$ cat src/ocdc_pkg.sv
// Shared constants, types and helpers of the oscillator and divider control block
package ocdc_pkg;

	// Register byte offsets on the Avalon slave
	localparam logic [7:0] ADDR_OSC_CTRL  = 8'h00;
	localparam logic [7:0] ADDR_CLK_DIV   = 8'h04;
	localparam logic [7:0] ADDR_PLL_FBD   = 8'h08;
	localparam logic [7:0] ADDR_FRC_TUN   = 8'h0C;
	localparam logic [7:0] ADDR_UNLOCK    = 8'h10;
	localparam logic [7:0] ADDR_IRQ_STAT  = 8'h14;
	localparam logic [7:0] ADDR_IRQ_MASK  = 8'h18;

	// Oscillator control field positions
	localparam int OSC_SWREQ_BIT = 0;
	localparam int OSC_SECEN_BIT = 1;
	localparam int OSC_CFAIL_BIT = 3;
	localparam int OSC_NSRC_LSB  = 8;
	localparam int OSC_CSRC_LSB  = 12;

	// Clock divisor field positions
	localparam int CDV_PRE_LSB   = 0;
	localparam int CDV_POST_LSB  = 6;
	localparam int CDV_FRC_LSB   = 8;
	localparam int CDV_DOZE_RATIO_ENABLE_BIT = 11;
	localparam int CDV_DOZE_LSB  = 12;
	localparam int CDV_ROI_BIT   = 15;

	// Implemented bits and power-on values
	localparam logic [15:0] CDV_WMASK = 16'hFFDF;
	localparam logic [15:0] FBD_WMASK = 16'h01FF;
	localparam logic [15:0] TUN_WMASK = 16'h003F;
	localparam logic [15:0] CDV_RST   = 16'h3040;
	localparam logic [15:0] FBD_RST   = 16'h0030;
	localparam logic [15:0] TUN_RST   = 16'h0000;

	// Offsets added to pre-divider and feedback codes
	localparam logic [5:0] PRE_OFFSET = 6'h02;
	localparam logic [9:0] FBD_OFFSET = 10'h002;

	// Post-divider codes and divisors
	localparam logic [1:0] POST_CODE_DIV2 = 2'h0;
	localparam logic [1:0] POST_CODE_DIV4 = 2'h1;
	localparam logic [1:0] POST_CODE_DIV8 = 2'h3;
	localparam logic [3:0] POST_DIV2      = 4'h2;
	localparam logic [3:0] POST_DIV4      = 4'h4;
	localparam logic [3:0] POST_DIV8      = 4'h8;

	// Fast RC divider: the all-ones code jumps to 256, skipping 128
	localparam logic [2:0] FRC_CODE_MAX = 3'h7;
	localparam logic [8:0] FRC_DIV_MAX  = 9'h100;

	// Interrupt status bits
	localparam int IRQ_W        = 3;
	localparam int IRQ_CFAIL    = 0;
	localparam int IRQ_SWDONE   = 1;
	localparam int IRQ_DOZE_REC = 2;

	// Unlock keys, values arbitrary
	localparam logic [15:0] UNLOCK_KEY_A = 16'h5A3C;
	localparam logic [15:0] UNLOCK_KEY_B = 16'hC35A;

	// Timing
	localparam int CLK_PERIOD_NS    = 40;
	localparam int UNLOCK_WINDOW_NS = 400;
	localparam int UNLOCK_WINDOW_CY = UNLOCK_WINDOW_NS / CLK_PERIOD_NS;

	typedef enum logic [1:0] {
		OCDC_UL_IDLE = 2'b00,
		OCDC_UL_HALF = 2'b01,
		OCDC_UL_OPEN = 2'b10
	} ocdc_ul_state_t;

	// Power of two for a 3-bit code
	function automatic logic [8:0] ocdc_pow2(input logic [2:0] code);
		ocdc_pow2 = 9'h001 << code;
	endfunction

	// Fast RC divisor for a 3-bit code; not a plain power of two at the top code
	function automatic logic [8:0] ocdc_frc_div(input logic [2:0] code);
		ocdc_frc_div = (code == FRC_CODE_MAX) ? FRC_DIV_MAX : ocdc_pow2(code);
	endfunction

	// Byte-lane merge of a 16-bit register, unimplemented bits forced to zero
	function automatic logic [15:0] ocdc_merge(input logic [15:0] old, input logic [15:0] wd,
		input logic [1:0] be, input logic [15:0] wmask);
		logic [15:0] v;
		v = old;
		if (be[0]) begin
			v[7:0] = wd[7:0];
		end
		if (be[1]) begin
			v[15:8] = wd[15:8];
		end
		ocdc_merge = v & wmask;
	endfunction

endpackage

$ cat src/ocdc_unlock.sv
// Unlock sequence detector guarding oscillator control writes
`timescale 1ns/1ps
module ocdc_unlock
	import ocdc_pkg::*;
#(
	parameter int WINDOW_CY = UNLOCK_WINDOW_CY
) (
	// Clock and resets
	input  wire logic        clk_sys,
	input  wire logic        reset_n,
	input  wire logic        soft_reset,
	// Key writes and consumption
	input  wire logic        key_we,
	input  wire logic [15:0] key_data,
	input  wire logic        consume,
	// Status
	output logic             unlocked
);

	generate
		if (WINDOW_CY < 1 || WINDOW_CY > 255) begin : g_chk
			$error("ocdc_unlock: WINDOW_CY out of range");
		end
	endgenerate

	ocdc_ul_state_t state_r;
	logic [7:0]     win_r;

	// Two keys in order open a short window for one write
	always_ff @(posedge clk_sys or negedge reset_n) begin
		if (!reset_n) begin
			state_r <= OCDC_UL_IDLE;
			win_r   <= 8'h00;
		end else if (soft_reset) begin
			state_r <= OCDC_UL_IDLE;
			win_r   <= 8'h00;
		end else begin
			case (state_r)
				OCDC_UL_IDLE: begin
					if (key_we && key_data == UNLOCK_KEY_A) begin
						state_r <= OCDC_UL_HALF;
					end
				end
				OCDC_UL_HALF: begin
					if (key_we && key_data == UNLOCK_KEY_B) begin
						state_r <= OCDC_UL_OPEN;
						win_r   <= 8'(WINDOW_CY);
					end else if (key_we || consume) begin
						state_r <= OCDC_UL_IDLE;
					end
				end
				OCDC_UL_OPEN: begin
					// One write per sequence; stale windows close
					if (consume || win_r == 8'h00) begin
						state_r <= OCDC_UL_IDLE;
					end else begin
						win_r <= win_r - 8'h01;
					end
				end
				default: begin
					state_r <= OCDC_UL_IDLE;
				end
			endcase
		end
	end

	assign unlocked = (state_r == OCDC_UL_OPEN);

endmodule

$ cat src/ocdc_ratediv.sv
// Power-of-two tick divider for the doze ratio
`timescale 1ns/1ps
module ocdc_ratediv
	import ocdc_pkg::*;
#(
	parameter int CW = 8
) (
	// Clock and reset
	input  wire logic       clk_sys,
	input  wire logic       reset_n,
	// Rate control
	input  wire logic       tick_in,
	input  wire logic [2:0] ratio_log2,
	input  wire logic       enable,
	// Divided tick
	output logic            tick_out
);

	generate
		if (CW < 7) begin : g_chk
			$error("ocdc_ratediv: CW too small for divide-by-128");
		end
	endgenerate

	logic [CW-1:0] cnt_r;
	logic [CW-1:0] limit;

	// Disabled doze means every tick passes
	assign limit = enable ? CW'(ocdc_pow2(ratio_log2) - 9'h001) : '0;

	// Counter restarts at the limit so a ratio change takes effect quickly
	always_ff @(posedge clk_sys or negedge reset_n) begin
		if (!reset_n) begin
			cnt_r    <= '0;
			tick_out <= 1'b0;
		end else if (tick_in) begin
			if (cnt_r >= limit) begin
				cnt_r    <= '0;
				tick_out <= 1'b1;
			end else begin
				cnt_r    <= cnt_r + CW'(1);
				tick_out <= 1'b0;
			end
		end else begin
			tick_out <= 1'b0;
		end
	end

endmodule

$ cat src/ocdc_top.sv
// Oscillator control, clock divisor, PLL and trim registers on Avalon-MM
//
// Functional notes
// - Monitor failure sets clock-fail flag, software clears
// - Secondary oscillator enable follows written bit
// - Switch request cleared once switch completes
// - Oscillator control writes need prior unlock sequence
// - Only power-on reset restores these registers
// - Recover-on-interrupt clears doze enable on interrupt
// - Fast RC divider gives 1 to 256
// - Post-divider code zero divides by two
// - Feedback multiplier equals field plus two
// - Trim is signed, zero nominal
// - Unimplemented bits read zero, ignore writes
// - Instruction clock is oscillator clock over two
`timescale 1ns/1ps
module ocdc_top
	import ocdc_pkg::*;
#(
	parameter int UNLOCK_CY = UNLOCK_WINDOW_CY
) (
	// Clock and resets
	input  wire logic        clk_sys,
	input  wire logic        reset_n,
	input  wire logic        soft_reset,
	// Avalon-MM slave
	input  wire logic [7:0]  avs_address,
	input  wire logic        avs_read,
	input  wire logic        avs_write,
	input  wire logic [31:0] avs_writedata,
	input  wire logic [3:0]  avs_byteenable,
	output logic [31:0]      avs_readdata,
	output logic             avs_waitrequest,
	// Clock system status, same clock domain
	input  wire logic [2:0]  cfg_new_source,
	input  wire logic [2:0]  cur_source,
	input  wire logic        switch_done,
	input  wire logic        fail_detect,
	input  wire logic        irq_event,
	// Oscillator controls
	output logic [2:0]       new_source_select,
	output logic             switch_request,
	output logic             secondary_osc_enable,
	// Divider settings
	output logic             doze_ratio_enable,
	output logic [8:0]       fast_rc_divisor,
	output logic [5:0]       pll_pre_divisor,
	output logic [3:0]       pll_post_divisor,
	output logic [9:0]       pll_feedback_multiplier,
	output logic [5:0]       fast_rc_trim,
	// Clock ticks
	output logic             instr_tick,
	output logic             cpu_tick,
	// Interrupt
	output logic             irq
);

	logic               ack_r;
	logic               req;
	logic               wr_go;
	logic [15:0]        wd;
	logic [1:0]         be;
	logic [31:0]        readdata_r;
	logic               unlocked;
	logic               osc_try;
	logic               osc_wr;
	logic               cfg_loaded_r;
	logic [2:0]         nsrc_r;
	logic               swreq_r;
	logic               secen_r;
	logic               cfail_r;
	logic [15:0]        clock_divisor_r;
	logic [15:0]        pll_feedback_divisor_r;
	logic [15:0]        frctun_r;
	logic [IRQ_W-1:0]   irq_stat_r;
	logic [IRQ_W-1:0]   irq_mask_r;
	logic [IRQ_W-1:0]   irq_ev;
	logic               recover_on_interrupt;
	logic               doze_en;
	logic               instr_r;
	logic [15:0]        osc_view;

	// One wait state per access: request seen, then answered
	assign req             = avs_read | avs_write;
	assign avs_waitrequest = req & ~ack_r;
	assign wr_go           = avs_write & ack_r;
	assign wd              = avs_writedata[15:0];
	assign be              = avs_byteenable[1:0];
	assign avs_readdata    = readdata_r;

	always_ff @(posedge clk_sys or negedge reset_n) begin
		if (!reset_n) begin
			ack_r <= 1'b0;
		end else begin
			ack_r <= req & ~ack_r;
		end
	end

	// Unlock gate; every attempt on the register uses up the window
	assign osc_try = wr_go && avs_address == ADDR_OSC_CTRL;
	assign osc_wr  = osc_try && unlocked;

	ocdc_unlock #(
		.WINDOW_CY (UNLOCK_CY)
	) u_unlock (
		.clk_sys   (clk_sys),
		.reset_n   (reset_n),
		.soft_reset(soft_reset),
		.key_we    (wr_go && avs_address == ADDR_UNLOCK),
		.key_data  (wd),
		.consume   (osc_try),
		.unlocked  (unlocked)
	);

	// New source is a strap, caught on the first edge after power-on
	always_ff @(posedge clk_sys or negedge reset_n) begin
		if (!reset_n) begin
			cfg_loaded_r <= 1'b0;
			nsrc_r       <= 3'h0;
		end else if (!cfg_loaded_r) begin
			cfg_loaded_r <= 1'b1;
			nsrc_r       <= cfg_new_source;
		end else if (osc_wr && be[1]) begin
			nsrc_r <= wd[OSC_NSRC_LSB +: 3];
		end
	end

	// Secondary oscillator enable; soft reset leaves it alone
	always_ff @(posedge clk_sys or negedge reset_n) begin
		if (!reset_n) begin
			secen_r <= 1'b0;
		end else if (osc_wr && be[0]) begin
			secen_r <= wd[OSC_SECEN_BIT];
		end
	end

	// Switch request: a new request wins over a same-cycle completion
	always_ff @(posedge clk_sys or negedge reset_n) begin
		if (!reset_n) begin
			swreq_r <= 1'b0;
		end else if (osc_wr && be[0] && wd[OSC_SWREQ_BIT]) begin
			swreq_r <= 1'b1;
		end else if (switch_done || (swreq_r && nsrc_r == cur_source)) begin
			swreq_r <= 1'b0;
		end
	end

	// Clock-fail flag: writing zero clears, failure set wins
	always_ff @(posedge clk_sys or negedge reset_n) begin
		if (!reset_n) begin
			cfail_r <= 1'b0;
		end else if (fail_detect) begin
			cfail_r <= 1'b1;
		end else if (osc_wr && be[0] && !wd[OSC_CFAIL_BIT]) begin
			cfail_r <= 1'b0;
		end
	end

	assign recover_on_interrupt     = clock_divisor_r[CDV_ROI_BIT];
	assign doze_en = clock_divisor_r[CDV_DOZE_RATIO_ENABLE_BIT];

	// Clock divisor; interrupt recovery overrides a same-cycle write
	always_ff @(posedge clk_sys or negedge reset_n) begin
		if (!reset_n) begin
			clock_divisor_r <= CDV_RST;
		end else begin
			if (wr_go && avs_address == ADDR_CLK_DIV) begin
				clock_divisor_r <= ocdc_merge(clock_divisor_r, wd, be, CDV_WMASK);
			end
			if (irq_event && recover_on_interrupt) begin
				clock_divisor_r[CDV_DOZE_RATIO_ENABLE_BIT] <= 1'b0;
			end
		end
	end

	// PLL feedback and trim registers, power-on reset only
	always_ff @(posedge clk_sys or negedge reset_n) begin
		if (!reset_n) begin
			pll_feedback_divisor_r <= FBD_RST;
			frctun_r <= TUN_RST;
		end else begin
			if (wr_go && avs_address == ADDR_PLL_FBD) begin
				pll_feedback_divisor_r <= ocdc_merge(pll_feedback_divisor_r, wd, be, FBD_WMASK);
			end
			if (wr_go && avs_address == ADDR_FRC_TUN) begin
				frctun_r <= ocdc_merge(frctun_r, wd, be, TUN_WMASK);
			end
		end
	end

	// Sticky events, write one to clear, new event wins
	assign irq_ev[IRQ_CFAIL]    = fail_detect;
	assign irq_ev[IRQ_SWDONE]   = swreq_r & switch_done;
	assign irq_ev[IRQ_DOZE_REC] = irq_event & recover_on_interrupt & doze_en;

	always_ff @(posedge clk_sys or negedge reset_n) begin
		if (!reset_n) begin
			irq_stat_r <= '0;
		end else if (wr_go && avs_address == ADDR_IRQ_STAT && be[0]) begin
			irq_stat_r <= (irq_stat_r & ~wd[IRQ_W-1:0]) | irq_ev;
		end else begin
			irq_stat_r <= irq_stat_r | irq_ev;
		end
	end

	always_ff @(posedge clk_sys or negedge reset_n) begin
		if (!reset_n) begin
			irq_mask_r <= '0;
		end else if (wr_go && avs_address == ADDR_IRQ_MASK && be[0]) begin
			irq_mask_r <= wd[IRQ_W-1:0];
		end
	end

	assign irq = |(irq_stat_r & irq_mask_r);

	// Readback view of oscillator control; gaps stay zero
	always_comb begin
		osc_view = 16'h0000;
		osc_view[OSC_CSRC_LSB +: 3] = cur_source;
		osc_view[OSC_NSRC_LSB +: 3] = nsrc_r;
		osc_view[OSC_CFAIL_BIT]     = cfail_r;
		osc_view[OSC_SECEN_BIT]     = secen_r;
		osc_view[OSC_SWREQ_BIT]     = swreq_r;
	end

	// Read data latched on the waiting cycle, valid when waitrequest drops
	always_ff @(posedge clk_sys or negedge reset_n) begin
		if (!reset_n) begin
			readdata_r <= 32'h0000_0000;
		end else if (avs_read && !ack_r) begin
			if (avs_address == ADDR_OSC_CTRL) begin
				readdata_r <= {16'h0000, osc_view};
			end else if (avs_address == ADDR_CLK_DIV) begin
				readdata_r <= {16'h0000, clock_divisor_r};
			end else if (avs_address == ADDR_PLL_FBD) begin
				readdata_r <= {16'h0000, pll_feedback_divisor_r};
			end else if (avs_address == ADDR_FRC_TUN) begin
				readdata_r <= {16'h0000, frctun_r};
			end else if (avs_address == ADDR_IRQ_STAT) begin
				readdata_r <= {29'h0, irq_stat_r};
			end else if (avs_address == ADDR_IRQ_MASK) begin
				readdata_r <= {29'h0, irq_mask_r};
			end else begin
				readdata_r <= 32'h0000_0000;
			end
		end
	end

	// Decoded divider settings, registered for clean outputs
	always_ff @(posedge clk_sys or negedge reset_n) begin
		if (!reset_n) begin
			fast_rc_divisor         <= 9'h001;
			pll_pre_divisor         <= PRE_OFFSET;
			pll_post_divisor        <= POST_DIV4;
			pll_feedback_multiplier <= {1'b0, FBD_RST[8:0]} + FBD_OFFSET;
			fast_rc_trim            <= 6'h00;
		end else begin
			fast_rc_divisor <= ocdc_frc_div(clock_divisor_r[CDV_FRC_LSB +: 3]);
			pll_pre_divisor <= {1'b0, clock_divisor_r[CDV_PRE_LSB +: 5]} + PRE_OFFSET;
			pll_feedback_multiplier <= {1'b0, pll_feedback_divisor_r[8:0]} + FBD_OFFSET;
			fast_rc_trim <= frctun_r[5:0];
			// Reserved post code gives zero so misuse is visible
			case (clock_divisor_r[CDV_POST_LSB +: 2])
				POST_CODE_DIV2: pll_post_divisor <= POST_DIV2;
				POST_CODE_DIV4: pll_post_divisor <= POST_DIV4;
				POST_CODE_DIV8: pll_post_divisor <= POST_DIV8;
				default:        pll_post_divisor <= 4'h0;
			endcase
		end
	end

	// Instruction clock tick: every second system clock
	always_ff @(posedge clk_sys or negedge reset_n) begin
		if (!reset_n) begin
			instr_r <= 1'b0;
		end else begin
			instr_r <= ~instr_r;
		end
	end

	assign instr_tick = instr_r;

	ocdc_ratediv #(
		.CW (8)
	) u_doze (
		.clk_sys   (clk_sys),
		.reset_n   (reset_n),
		.tick_in   (instr_r),
		.ratio_log2(clock_divisor_r[CDV_DOZE_LSB +: 3]),
		.enable    (doze_en),
		.tick_out  (cpu_tick)
	);

	// Plain register outputs
	assign new_source_select    = nsrc_r;
	assign switch_request       = swreq_r;
	assign secondary_osc_enable = secen_r;
	assign doze_ratio_enable    = doze_en;
endmodule

$ cat config.mk
export PLATFORM = sky130hd
export DESIGN_NAME = ocdc_top
export DESIGN_NICKNAME = d
export VERILOG_FILES = /design/src/ocdc_pkg.sv /design/src/ocdc_unlock.sv /design/src/ocdc_ratediv.sv /design/src/ocdc_top.sv
export SDC_FILE = /design/constraint.sdc
export NUM_CORES = 1
export LEC_CHECK = 0
export BUFFER_PORTS_ARGS = -buffer_cell sky130_fd_sc_hd__buf_2
export CORE_MARGIN = 2
export CORE_UTILIZATION = 48
export CTS_CLUSTER_SIZE = 8
export DETAILED_ROUTE_END_ITERATION = 10
export HOLD_SLACK_MARGIN = 0.15
export MAX_ROUTING_LAYER = met4
export PLACE_DENSITY_LB_ADDON = 0.2
export SLEW_MARGIN = 20
export SYNTH_ARGS = -nofsm -noshare
export SYNTH_HDL_FRONTEND = slang
export SYNTH_HIERARCHICAL = 1
export SYNTH_SLANG_ARGS = --single-unit
$ cat constraint.sdc
create_clock -name clk_sys -period 1.8 [get_ports clk_sys]
set_input_delay 0.36 -clock clk_sys [delete_from_list [all_inputs] [get_ports clk_sys]]
set_output_delay 0.36 -clock clk_sys [all_outputs]
set_load 0.005 [all_outputs]
==> metrics <==
Netlist cell types 72; CTS Buf Count 17; Cell Area, Synth 5470 µm²; PD cells 1030 nW/µm²; Sink Count 113; first-iteration detailed-routing DRC count 271; worst vdd rail ir drop 0.748 mV; Syn-to-layout area delta 34.7%; Initial Util 49.8%; Data required, critical path 2.14 ns; vias 4519; Layout Nets 744; chip height 111 µm; Slowest-stage cell, CP dfstp_2; Worst setup EP type flop; crit path launch type flop; pin count of the biggest net entering global routing 62; number of synthesized flops with an enable pin 0; max_slew headroom 60.3%; diode count 0; FFs w/ async S/R, synth 100%; Bufs and invs on worst path 1; final-report hold violation count 0; cell area after layout 7370 µm²; share of cells above drive strength 1 42.0%; dpl cells 782; gp weighted congestion 0.904; synth warn 6; worst setup margin -0.132 ns; H-tree Lvls 4; FF-to-FF setup slack -0.13 ns; kind of critical path flop to flop; period utilization 107%; # port buffers 98; post-synthesis sequential area ratio 51.9%; final setup vio count 15; Max Transition Viols Final 0; Hold Path Cell Cnt 3; root buffer cell clkbuf_16; r2r worst-path depth 8; GR Overflow Total 0; setup_tns -1.09 ns; io pins 135; CP Launch Point clock_divisor_r[13]; arrival time at the worst endpoint 2.27 ns; outcome finished with violations; worst setup path endpoint u_doze/cnt_r[1]; row cnt 38; first-pass GRT wire length 23000 µm; commonest cells after routing, fill and taps aside dfrtp_1 (102), buf_2 (97), buf_4 (64), nand2_1 (43), nor2_1 (30); Die Area 12300 µm²; Top Family by Delay on Critical Path compound AO/OA/AOI/OAI gates; CTS tree built; critical-path maximum fanout 6; Least-Margin Pin Slew 0.595 ns; Clock transition at path regs 0.05 ns; commonest non-fill, non-tap cell in the layout dfrtp_1; leak pwr 0.00367 µW; initial antenna violation count 0; Final min period 1.93 ns; DRC errors left 0; core area 11000 µm²; RR Endpoint u_doze/cnt_r[1]; Crit path depth 8; number of global-route vias before repair 4599; Fmax 518 MHz; Via density 5.47; Max Clock Skew 0.00966 ns; Gate Count Post-Synth 499; failing checks setup timing; post-DP HPWL 10300 µm; multi-input logic area 2610 µm²; Mean Syn Cell Area 11.0 µm²; CTS max path bufs 2; Cell Chain, Critical Path o21ai_2, ha_1, nor2b_1, o211ai_1, a31o_2, nand2b_4, buf_6, o31ai_4; fill cell count 832; DIE WIDTH 111 µm; sequential cell area 2840 µm²; min-delay worst type input pin to flop; CP peak stage delay 0.58 ns; Detail Route Antenna Nets 0; Cell Area, Placed 6560 µm²; Final Non-Filler Cells 826; Yosys reg bits 113; dpl ws -0.266 ns; 1st-pass router iterations 5; DRT Wirelength 14400 µm; GRT Resource Usage Total 24.6%; unrepaired setup endpoints after global routing yes; drt wl/cell 17.4 µm; max cap viols 0; Worst-Skew Late Latency 0.42 ns; Hold Slack 0.185 ns; ys flop type dfrtp_1; Reg-to-Reg Start clock_divisor_r[13]
[cells in the mapped netlist (7+ instances only)]
library cell,instances,area share (%)
nand3_1,14,1.3
clkbuf_1,10,0.69
o21ai_0,16,1.5
a31oi_1,7,0.80
nand4_1,8,0.91
ha_1,13,3.0
o211ai_1,9,1.2
dfstp_2,11,5.3
xnor2_1,9,1.4
mux2_2,31,6.4
inv_1,21,1.4
a21oi_1,19,1.7
nor2_1,31,2.1
nand2_1,43,2.9
nor2b_1,8,0.91
nor3_1,10,0.91
buf_4,18,2.5
mux2i_1,7,1.3
dfrtp_1,102,47
and3_1,9,1.0
[stage by stage]
| step | util [%] | total power (µW) |
|---|---|---|
| after floorplan | - | 3610 |
| after global placement | 59.7 | 4100 |
| after detailed placement | 59.7 | 4150 |
| after CTS | 66.0 | 7460 |
| after global routing | 67.1 | 7930 |
| final | 67.1 | 7580 |
[worst min-delay path by stage]
stage                      start                   end  slack [ns]
2_1_floorplan            reset_n                 ack_r        0.06
3_3_place_gp             reset_n   pll_post_divisor[1]        0.39
3_5_place_dp             reset_n   pll_post_divisor[3]        0.39
4_1_cts        cfg_new_source[1]  new_source_select[1]        0.17
5_1_grt        avs_writedata[13]   clock_divisor_r[13]        0.20
6_report       cfg_new_source[1]  new_source_select[1]        0.18
[logic make-up (layout without fill, tap and decap cells)]
logic type                 after synthesis  in the layout  synth area share (%)
buffers and inverters                   55            225                  5.21
muxes                                   39             39                  7.86
AOI/OAI and AO/OA                       95             95                  12.4
xor gates and xnor gates                15             15                  2.40
adders and majority gates               13             13                  2.97
DFF                                    113            113                  51.9
other                                    3             20                 0.206
and+or+nand+nor                        166            166                  17.0
[worst register-to-register path, delay by kind of cell, from the launching register on]
family                     cells  cell delay (ns)
AOI/OAI and AO/OA              4             0.61
adders and majority gates      1             0.32
buffers and inverters          1             0.13
DFF                            1             0.58
and+or+nand+nor                2             0.21
[power breakdown]
part           switching [µW]  internal [µW]
Sequential                142           2710
Combinational             804            755
Clock                    1110           2070
Total                    2050           5530
[layer usage]
layer  global-route usage, %  wire, µm  vias up
met5                       -         0        -
met4                    11.0       416        0
met1                    29.1      6020     2217
met2                    39.4      7240      145
li1                        -         -     2122
met3                    7.00       714       35
[state kept, by name, indices dropped and copies added, names as in the netlist, 2 cells and up]
register	count
avs_readdata	16
clock_divisor_r	15
pll_feedback_multiplier	10
pll_feedback_divisor_r	9
fast_rc_divisor	8
u_doze/cnt_r	8
u_unlock/win_r	8
fast_rc_trim	6
frctun_r	6
pll_pre_divisor	6
irq_mask_r	3
irq_stat_r	3
new_source_select	3
pll_post_divisor	3
u_unlock/state_r	2
[repair_timing]
item,in CTS,in global routing
resized for setup,13,21
hold buffers,3,0
setup endpoints to repair,16,19
pin swaps,11,14
buffers inserted,6,3
endpoints found under the hold margin,105,0
[final cells by class]
cell class              instances  share of cell area, %
repair buffers                171                   14.9
inverters                      22                   1.12
clock buffers                  27                   6.96
multi-input cells             348                   35.4
well taps                     140                   2.38
flip-flops and latches        113                   38.5
clock inverters                 5                  0.713
Power figures use the tool's default switching activity.
